### config.mk
export PLATFORM = sky130hd
export DESIGN_NAME = conv_ctrl
export DESIGN_NICKNAME = d
export VERILOG_FILES = /design/src/logic/conv_ctrl.v
export VERILOG_INCLUDE_DIRS = /design/src /design/src/logic
export SDC_FILE = /design/constraint.sdc
export NUM_CORES = 1
export LEC_CHECK = 0
export BUFFER_PORTS_ARGS = -buffer_cell sky130_fd_sc_hd__buf_2
export CORE_MARGIN = 2
export CORE_UTILIZATION = 43
export CTS_BUF_LIST = sky130_fd_sc_hd__clkbuf_8 sky130_fd_sc_hd__clkbuf_16
export DETAILED_ROUTE_END_ITERATION = 12
export PLACE_DENSITY = 0.7
export SYNTH_ARGS = -nofsm -noshare
export SYNTH_HDL_FRONTEND = slang
export SYNTH_SLANG_ARGS = --single-unit
### constraint.sdc
create_clock -name clk_sys -period 5.1 [get_ports clk_sys]
set_input_delay 1.02 -clock clk_sys [delete_from_list [all_inputs] [get_ports clk_sys]]
set_output_delay 1.02 -clock clk_sys [all_outputs]
set_load 0.1 [all_outputs]
### src/logic/conv_ctrl_map.vh
// Offsets, field positions, reset values and timing counts of the converter control block.
// Assumes an Avalon-MM slave with 32-bit data; each register sits in one aligned word.
`ifndef CONV_CTRL_MAP_VH
`define CONV_CTRL_MAP_VH

// ----------------------------------------------------------------------------
// Register indices (byte address is four times the index)
// ----------------------------------------------------------------------------
`define IDX_RESULT_LOW      8'h78
`define IDX_RESULT_HIGH     8'h79
`define IDX_CONTROL_A       8'h7A
`define IDX_REF_CHAN        8'h7C
`define IDX_CONTROL_B       8'h7B
`define IDX_PIN_DISABLE     8'h7E
`define ADDR_W              10

// ----------------------------------------------------------------------------
// Control A fields
// ----------------------------------------------------------------------------
`define CA_ENABLE           7
`define CA_START            6
`define CA_AUTO             5
`define CA_DONE             4
`define CA_DONE_IE          3

// ----------------------------------------------------------------------------
// Reference select codes, channel codes, trigger codes
// ----------------------------------------------------------------------------
`define REF_EXT_PIN         2'b00
`define REF_SUPPLY          2'b01
`define REF_RESERVED        2'b10
`define REF_INTERNAL        2'b11
`define CH_TEMP             4'h8
`define CH_BANDGAP          4'hE
`define CH_GROUND           4'hF
`define TRIG_FREE_RUN       3'h0

// ----------------------------------------------------------------------------
// Reset values and timing
// ----------------------------------------------------------------------------
`define RESET_BYTE          8'h00
`define CONV_CYCLES_FIRST   5'd25
`define CONV_CYCLES_NORMAL  5'd13
`define SAMPLE_AT_CYCLE     5'd1

`endif

### src/logic/conv_ctrl.v
// Control and register logic of a 10-bit successive-approximation converter.
// Assumes an analog core that samples on conv_sample and delivers its result on
// analog_result by the last converter clock of a conversion.
//
// Function
// Reference and channel writes during a conversion apply only after it completes.
// Reference code 00 external pin, 01 supply, 11 internal 1.1V; 10 reserved.
// Alignment bit set left-aligns, clear right-aligns; change acts immediately.
// Bit 4 of the reference and channel register always reads zero.
// Channel 0-7 pins, 8 temperature, 14 bandgap, 15 ground; 9-13 reserved.
// Enable bit switches converter on; clearing aborts a running conversion.
// Start bit launches one conversion; in free running only the first.
// First conversion after enable takes 25 converter clocks, later ones 13.
// Start bit reads one during conversion, zero after; writing zero does nothing.
// With auto trigger set, rising edge of chosen trigger starts a conversion.
// Done flag sets on completion; interrupt needs done enable and global enable.
// Done flag clears on vector execution or by writing one to it.
// Divider code 000/001 divide by 2, then 4 to 128 for 010-111.
// Right: bits 9:8 high byte 1:0. Left: 9:2 high, 1:0 low 7:6.
// After reading low byte, result updates are held until high byte read.
// Software reads low byte before high, or only high for 8-bit left-aligned.
// Trigger source selection matters only while auto trigger is enabled.
// Switching from clear source to set source makes a rising trigger edge.
// Selecting free running never creates a trigger event by itself.
// Trigger codes: free run, comparator, ext int 0, T0 cmpA, T0 ovf, T1 cmpB, ovf, capture.
// Pin disable bits 5:0 turn off input buffers and force port bits zero.
// Software writes zeros to reserved bits of control B and pin disable.
// Entering low-noise sleep starts a conversion when enabled, idle, single mode.
// In free running mode a new conversion starts when the previous completes.
`timescale 1ns/1ps
`include "conv_ctrl_map.vh"

module conv_ctrl (
  input  wire         clk_sys,
  input  wire         rst,
  // Avalon-MM slave
  input  wire [9:0]   avs_address,
  input  wire         avs_read,
  input  wire         avs_write,
  input  wire [31:0]  avs_writedata,
  input  wire [3:0]   avs_byteenable,
  output reg  [31:0]  avs_readdata,
  output reg          avs_waitrequest,
  output reg  [1:0]   avs_response,
  // Processor side
  input  wire         global_irq_enable,
  input  wire         irq_vector_ack,
  input  wire         sleep_noise_halt,
  output reg          conv_irq,
  // Trigger flags (comparator, ext int 0, T0 cmpA, T0 ovf, T1 cmpB, T1 ovf, T1 capture)
  input  wire [6:0]   trigger_flags,
  // Analog core
  input  wire [9:0]   analog_result,
  output reg          conv_enable,
  output reg          conv_sample,
  output reg  [1:0]   ref_select,
  output reg  [3:0]   input_channel_select,
  output reg          conv_clk_en,
  // Digital input buffers
  input  wire [5:0]   port_pin_raw,
  output reg  [5:0]   pin_input_disable,
  output reg  [5:0]   port_pin_value
);

  // --------------------------------------------------------------------------
  // Functions
  // --------------------------------------------------------------------------
  // Divider terminal count: division factor minus one
  function [6:0] div_last;
    input [2:0] code;
    begin
      case (code)
        3'd0, 3'd1: div_last = 7'h01;
        3'd2:       div_last = 7'h03;
        3'd3:       div_last = 7'h07;
        3'd4:       div_last = 7'h0F;
        3'd5:       div_last = 7'h1F;
        3'd6:       div_last = 7'h3F;
        default:    div_last = 7'h7F;
      endcase
    end
  endfunction

  // Selected trigger level; free running maps to constant low
  function trig_level;
    input [2:0] code;
    input [6:0] flags;
    begin
      if (code == `TRIG_FREE_RUN)
        trig_level = 1'b0;
      else
        trig_level = flags[code - 3'd1];
    end
  endfunction

  // --------------------------------------------------------------------------
  // Registers
  // --------------------------------------------------------------------------
  reg  [1:0]  ref_sel_r;
  reg         left_align_r;
  reg  [3:0]  chan_sel_r;
  reg         enable_r;
  reg         auto_r;
  reg         done_r;
  reg         done_ie_r;
  reg  [2:0]  div_sel_r;
  reg  [2:0]  trig_sel_r;
  reg  [5:0]  pin_dis_r;
  reg  [9:0]  result_r;
  reg         read_lock_r;
  reg         busy_r;
  reg         first_r;
  reg  [4:0]  cycle_r;
  reg  [6:0]  div_cnt_r;
  reg         trig_prev_r;
  reg         halt_prev_r;
  reg         rd_phase_r;

  localparam ST_IDLE = 1'b0;
  localparam ST_DONE = 1'b1;

  wire [7:0] idx      = avs_address[9:2];
  wire       wr_hit   = avs_write && !avs_waitrequest && avs_byteenable[0];
  wire       rd_hit   = avs_read && !avs_waitrequest;
  wire [7:0] wbyte    = avs_writedata[7:0];
  wire       wr_ca    = wr_hit && idx == `IDX_CONTROL_A;
  wire       wr_mux   = wr_hit && idx == `IDX_REF_CHAN;
  wire       tick     = div_cnt_r == div_last(div_sel_r);
  wire [4:0] conv_len = first_r ? `CONV_CYCLES_FIRST : `CONV_CYCLES_NORMAL;
  wire       finish   = busy_r && tick && cycle_r == conv_len;
  wire       en_nxt   = wr_ca ? wbyte[`CA_ENABLE] : enable_r;
  wire       trig_now = trig_level(trig_sel_r, trigger_flags);
  wire       trig_edge = auto_r && trig_now && !trig_prev_r;
  wire       sleep_go = sleep_noise_halt && !halt_prev_r && !auto_r;
  wire       free_go  = finish && auto_r && trig_sel_r == `TRIG_FREE_RUN;
  wire       sw_go    = wr_ca && wbyte[`CA_START];
  wire       go       = en_nxt && !busy_r && (sw_go || trig_edge || sleep_go);
  wire [7:0] high_byte = left_align_r ? result_r[9:2] : {6'h00, result_r[9:8]};
  wire [7:0] low_byte  = left_align_r ? {result_r[1:0], 6'h00} : result_r[7:0];

  // --------------------------------------------------------------------------
  // Bus slave: one wait cycle, then answer
  // --------------------------------------------------------------------------
  always @(posedge clk_sys) begin
    if (rst) begin
      rd_phase_r      <= 1'b0;
      avs_waitrequest <= 1'b1;
      avs_readdata    <= 32'h0000_0000;
      avs_response    <= 2'b00;
    end else begin
      avs_waitrequest <= 1'b1;
      if ((avs_read || avs_write) && !rd_phase_r && avs_waitrequest) begin
        rd_phase_r      <= 1'b1;
        avs_waitrequest <= 1'b0;
        avs_response    <= 2'b00;
        avs_readdata    <= 32'h0000_0000;
        case (idx)
          `IDX_RESULT_LOW:  avs_readdata[7:0] <= low_byte;
          `IDX_RESULT_HIGH: avs_readdata[7:0] <= high_byte;
          `IDX_CONTROL_A:   avs_readdata[7:0] <= {enable_r, busy_r, auto_r, done_r,
                                                  done_ie_r, div_sel_r};
          `IDX_REF_CHAN:    avs_readdata[7:0] <= {ref_sel_r, left_align_r, 1'b0,
                                                  chan_sel_r};
          `IDX_CONTROL_B:   avs_readdata[7:0] <= {5'h00, trig_sel_r};
          `IDX_PIN_DISABLE: avs_readdata[7:0] <= {2'b00, pin_dis_r};
          default:          avs_response      <= 2'b10;
        endcase
      end else begin
        rd_phase_r <= 1'b0;
      end
    end
  end

  // --------------------------------------------------------------------------
  // Configuration registers
  // --------------------------------------------------------------------------
  always @(posedge clk_sys) begin
    if (rst) begin
      ref_sel_r    <= 2'b00;
      left_align_r <= 1'b0;
      chan_sel_r   <= 4'h0;
      enable_r     <= 1'b0;
      auto_r       <= 1'b0;
      done_ie_r    <= 1'b0;
      div_sel_r    <= 3'h0;
      trig_sel_r   <= 3'h0;
      pin_dis_r    <= 6'h00;
    end else if (wr_hit) begin
      case (idx)
        `IDX_REF_CHAN: begin
          ref_sel_r    <= wbyte[7:6];
          left_align_r <= wbyte[5];
          chan_sel_r   <= wbyte[3:0];
        end
        `IDX_CONTROL_A: begin
          enable_r  <= wbyte[`CA_ENABLE];
          auto_r    <= wbyte[`CA_AUTO];
          done_ie_r <= wbyte[`CA_DONE_IE];
          div_sel_r <= wbyte[2:0];
        end
        `IDX_CONTROL_B:   trig_sel_r <= wbyte[2:0];
        `IDX_PIN_DISABLE: pin_dis_r  <= wbyte[5:0]; // Reserved bits dropped; R22 is software's
        default: ;
      endcase
    end
  end

  // --------------------------------------------------------------------------
  // Prescaler and conversion sequencer
  // --------------------------------------------------------------------------
  // Prescaler runs only while enabled so a conversion aligns to a clean edge
  always @(posedge clk_sys) begin
    if (rst || !enable_r || tick)
      div_cnt_r <= 7'h00;
    else
      div_cnt_r <= div_cnt_r + 7'h01;
  end

  always @(posedge clk_sys) begin
    if (rst) begin
      busy_r      <= 1'b0;
      first_r     <= 1'b1;
      cycle_r     <= 5'd0;
      done_r      <= 1'b0;
      result_r    <= 10'h000;
      read_lock_r <= 1'b0;
      trig_prev_r <= 1'b0;
      halt_prev_r <= 1'b0;
    end else begin
      trig_prev_r <= trig_now;
      halt_prev_r <= sleep_noise_halt;
      if (!en_nxt) begin
        busy_r  <= 1'b0;
        first_r <= 1'b1;
      end else if (go) begin
        busy_r  <= 1'b1;
        cycle_r <= 5'd0;
      end else if (busy_r && tick) begin
        if (finish) begin
          first_r <= 1'b0;
          cycle_r <= 5'd0;
          busy_r  <= free_go;
        end else begin
          cycle_r <= cycle_r + 5'd1;
        end
      end
      // Set beats both clear paths
      if (finish) begin
        done_r <= 1'b1;
        if (!read_lock_r)
          result_r <= analog_result;
      end else if ((wr_ca && wbyte[`CA_DONE]) || irq_vector_ack) begin
        done_r <= 1'b0;
      end
      if (rd_hit && idx == `IDX_RESULT_LOW)
        read_lock_r <= 1'b1;
      else if (rd_hit && idx == `IDX_RESULT_HIGH)
        read_lock_r <= 1'b0;
    end
  end

  // --------------------------------------------------------------------------
  // Registered outputs
  // --------------------------------------------------------------------------
  always @(posedge clk_sys) begin
    if (rst) begin
      conv_irq             <= 1'b0;
      conv_enable          <= 1'b0;
      conv_sample          <= 1'b0;
      ref_select           <= `REF_EXT_PIN;
      input_channel_select <= 4'h0;
      conv_clk_en          <= 1'b0;
      pin_input_disable    <= 6'h00;
      port_pin_value       <= 6'h00;
    end else begin
      conv_irq    <= done_r && done_ie_r && global_irq_enable;
      conv_enable <= enable_r;
      conv_clk_en <= enable_r && tick;
      conv_sample <= busy_r && tick && cycle_r == `SAMPLE_AT_CYCLE;
      // Selection latched only when idle or on the finishing tick, so a conversion keeps its inputs
      if (!busy_r || finish) begin
        ref_select           <= ref_sel_r;
        input_channel_select <= chan_sel_r;
      end
      pin_input_disable <= pin_dis_r;
      port_pin_value    <= port_pin_raw & ~pin_dis_r;
    end
  end

endmodule // conv_ctrl

==> flow_summary.ini <==
[power]
finalPower_mw = 1.37
internal_power_mw = 0.923
p_leak_nw = 1.87
powerDensity_mw_per_mm2 = 308
p_comb_share_pct = 16.4
netSwitchingFraction_pct = 32.8
power.share.clock_pct = 35.3
p_seq_share_pct = 48.3
peakVddDrop_mv = 0.136
power.switching_mw = 0.450

[clocking]
cts_tree = yes
post_cts.repair.setup_buffers = 0
clockRootBuffer = clkbuf_8
post_cts_resized = 0
clkTransAtPathRegs_ns = 0.08
h-tree-depth = 3
clkSinkCount = 83
clock_path_buffers = 2
clock_latency_ns = 0.36
cts_hold_buf = 0
cts-buffers-inserted = 9

[worst_setup_path]
timing.rr.end = cycle_r[2]
worstRegToRegCells = 7
regToRegSetupSlack_ns = 2.59
r2r_start = trig_sel_r[0]
worstSetupStartpoint = avs_address[4]
startpoint_type = primary input
crit_arrival_ns = 3.08
crit_type = primary input to flip-flop
crit_required_ns = 5.34
endpoint = cycle_r[3]
worstSetupEndpointType = flip-flop
path_max_fanout = 13

[final_layout]
final_layout_size_suffix_gt1_share_pct = 21.4
antennaDiodeCount = 0
nets = 581
area_delta_synth_final_pct = 13.9
stdcell_area_sq_mm = 0.00446

[sta]
fin_ws_ns = 2.26
worstMarginPinSlew_ns = 1.00
rsz0062_at_grt = no
setup_viol = 0
slew-limit-headroom_pct = 32.4
period_needed_ns = 2.84
finalClockSkew_ns = 0.0133
finalHoldViolCount = 0
worst_hold_slack_ns = 0.471
timing.fmax_mhz = 352
slew_viol_final = 0
fin_tns_setup_ns = 0
fin_crit_sh_pct = 55.6

[place]
gp_congestion = 0.907
placed_cell_area_sq_mm = 0.00426
place_worst_setup_slack_ns = 1.91
port_buffers = 78
dp_hpwl_um = 6990

[grt]
antenna_found_initial = 0
grt_pass1_wl_um = 14900
first_global_vias = 3045
grt_max_degree = 38
gr-usage-all-layers_pct = 18.8
overflow = 0

[floorplan]
fp.dieH_um = 99.4
io_pins = 133
core_area_sq_mm = 0.00876
row_count = 34
start_util_pct = 44.7
die-area_sq_mm = 0.00989
die_w_um = 99.4

[detailed_routing]
ant_nets = 0
wl_per_cell_um = 14.9
first_pass_iters = 4
vias_per_cell = 5.42
vias = 3325
dr.first_iter.drc_count = 144
totalWireLength_um = 9160
drcViolationCount = 0

[logic_synthesis]
netlist.area_leader.share_pct = 42.4
synth_cells = 429
yosysMostFrequentCell = dfxtp_1
synth-warning-count = 0
avgSynthCellArea_sq_um = 9.13
synth.distinct_cells = 68
synth-seq-cells = 83
ys.flop_type = dfxtp_1
synth_edf_count = 0
async_reset_ff_share_pct = 0
synth_area_sq_mm = 0.00392
synth_area_leader_cell = dfxtp_1
ys_top_cells_by_count = 83 x dfxtp_1, 62 x nor2_1, 38 x mux2i_1, 25 x buf_4, 21 x nand2_1
yosysSeqAreaShare_pct = 42.4
synth.area.top_cells = dfxtp_1 42%, mux2i_1 9.7%, nor2_1 5.9%

[flow_run]
maxCapViolations = 0

[status]
status = completed

[min_path]
hp-class = flip-flop to flip-flop
[power groups by stage]
stage                     clock (mW)  combinational [mW]  sequential, mW
final                          0.485               0.226           0.662
after detailed placement           0               0.224           0.678
after global routing           0.529               0.234           0.664
after floorplan                    0               0.135           0.742
after global placement             0               0.223           0.677
after CTS                      0.489               0.225           0.663
[flip-flops by register name, summed over array words and instances (netlist names), 5 cells and up]
register           count
avs_readdata           8
cycle_r                5
div_cnt_r              7
pin_dis_r              6
pin_input_disable      6
port_pin_value         6
result_r              10
[cells in the final DEF (no fill, tap or decap), types with 10 or more instances in the layout]
cell	synthesis	routed
nor2b_1	10	10
buf_2	1	78
inv_1	12	13
nand2_1	21	21
a21oi_1	16	16
mux2i_1	38	38
dfxtp_1	83	83
nand3_1	13	13
nor2_1	62	62
conb_1	1	25
[cell families (layout without fill, tap and decap cells)]
family	after synthesis	after routing	share of synthesized area (%)
buffers and inverters	56	108	8.69
adders and majority gates	5	5	1.60
DFF	83	83	42.4
AOI/OAI and AO/OA	73	73	13.2
and+or+nand+nor	164	164	21.8
xor gates and xnor gates	5	5	1.12
other	1	25	0.0958
muxes	42	42	11.1
[through the flow]
stage	instances	util, %
2_1_floorplan	453	-
3_3_place_gp	597	48.6
3_5_place_dp	597	48.6
4_1_cts	613	50.9
5_1_grt	613	50.9
6_report	613	50.9
[per-layer routing]
layer  GRT usage, %  share of wire [%]
met1           25.8                 46
met2           29.8                 46
met3           2.88                6.4
met4           7.48                1.5
met5              0                  0
[critical path, cell delays in order]
cell,delay [ns]
buf_2,0.25
and4bb_2,0.31
a31o_2,0.24
and2_2,0.22
or4b_1,0.63
o211a_1,0.26
o21bai_1,0.14
[cell type report]
class,instances,area (sq um)
multi-input cells,314,2010
clock inverters,7,77.6
flip-flops and latches,83,1660
inverters,12,45.0
clock buffers,9,124
fillers,843,4300
well taps,108,135
repair buffers,80,405
[worst min-delay path by stage]
| stage | slack [ns] | startpoint | to | cells past startpoint |
|---|---|---|---|---|
| floorplan | 0.43 | div_cnt_r[0] | div_cnt_r[0] | 1 |
| global placement | 0.45 | div_cnt_r[0] | div_cnt_r[0] | 1 |
| detailed placement | 0.46 | div_cnt_r[0] | div_cnt_r[0] | 1 |
| CTS | 0.48 | div_cnt_r[0] | div_cnt_r[0] | 1 |
| global route | 0.49 | chan_sel_r[1] | avs_readdata[1] | 2 |
| finish | 0.47 | div_cnt_r[0] | div_cnt_r[0] | 1 |
No activity file was read; power rests on OpenSTA's default activity.
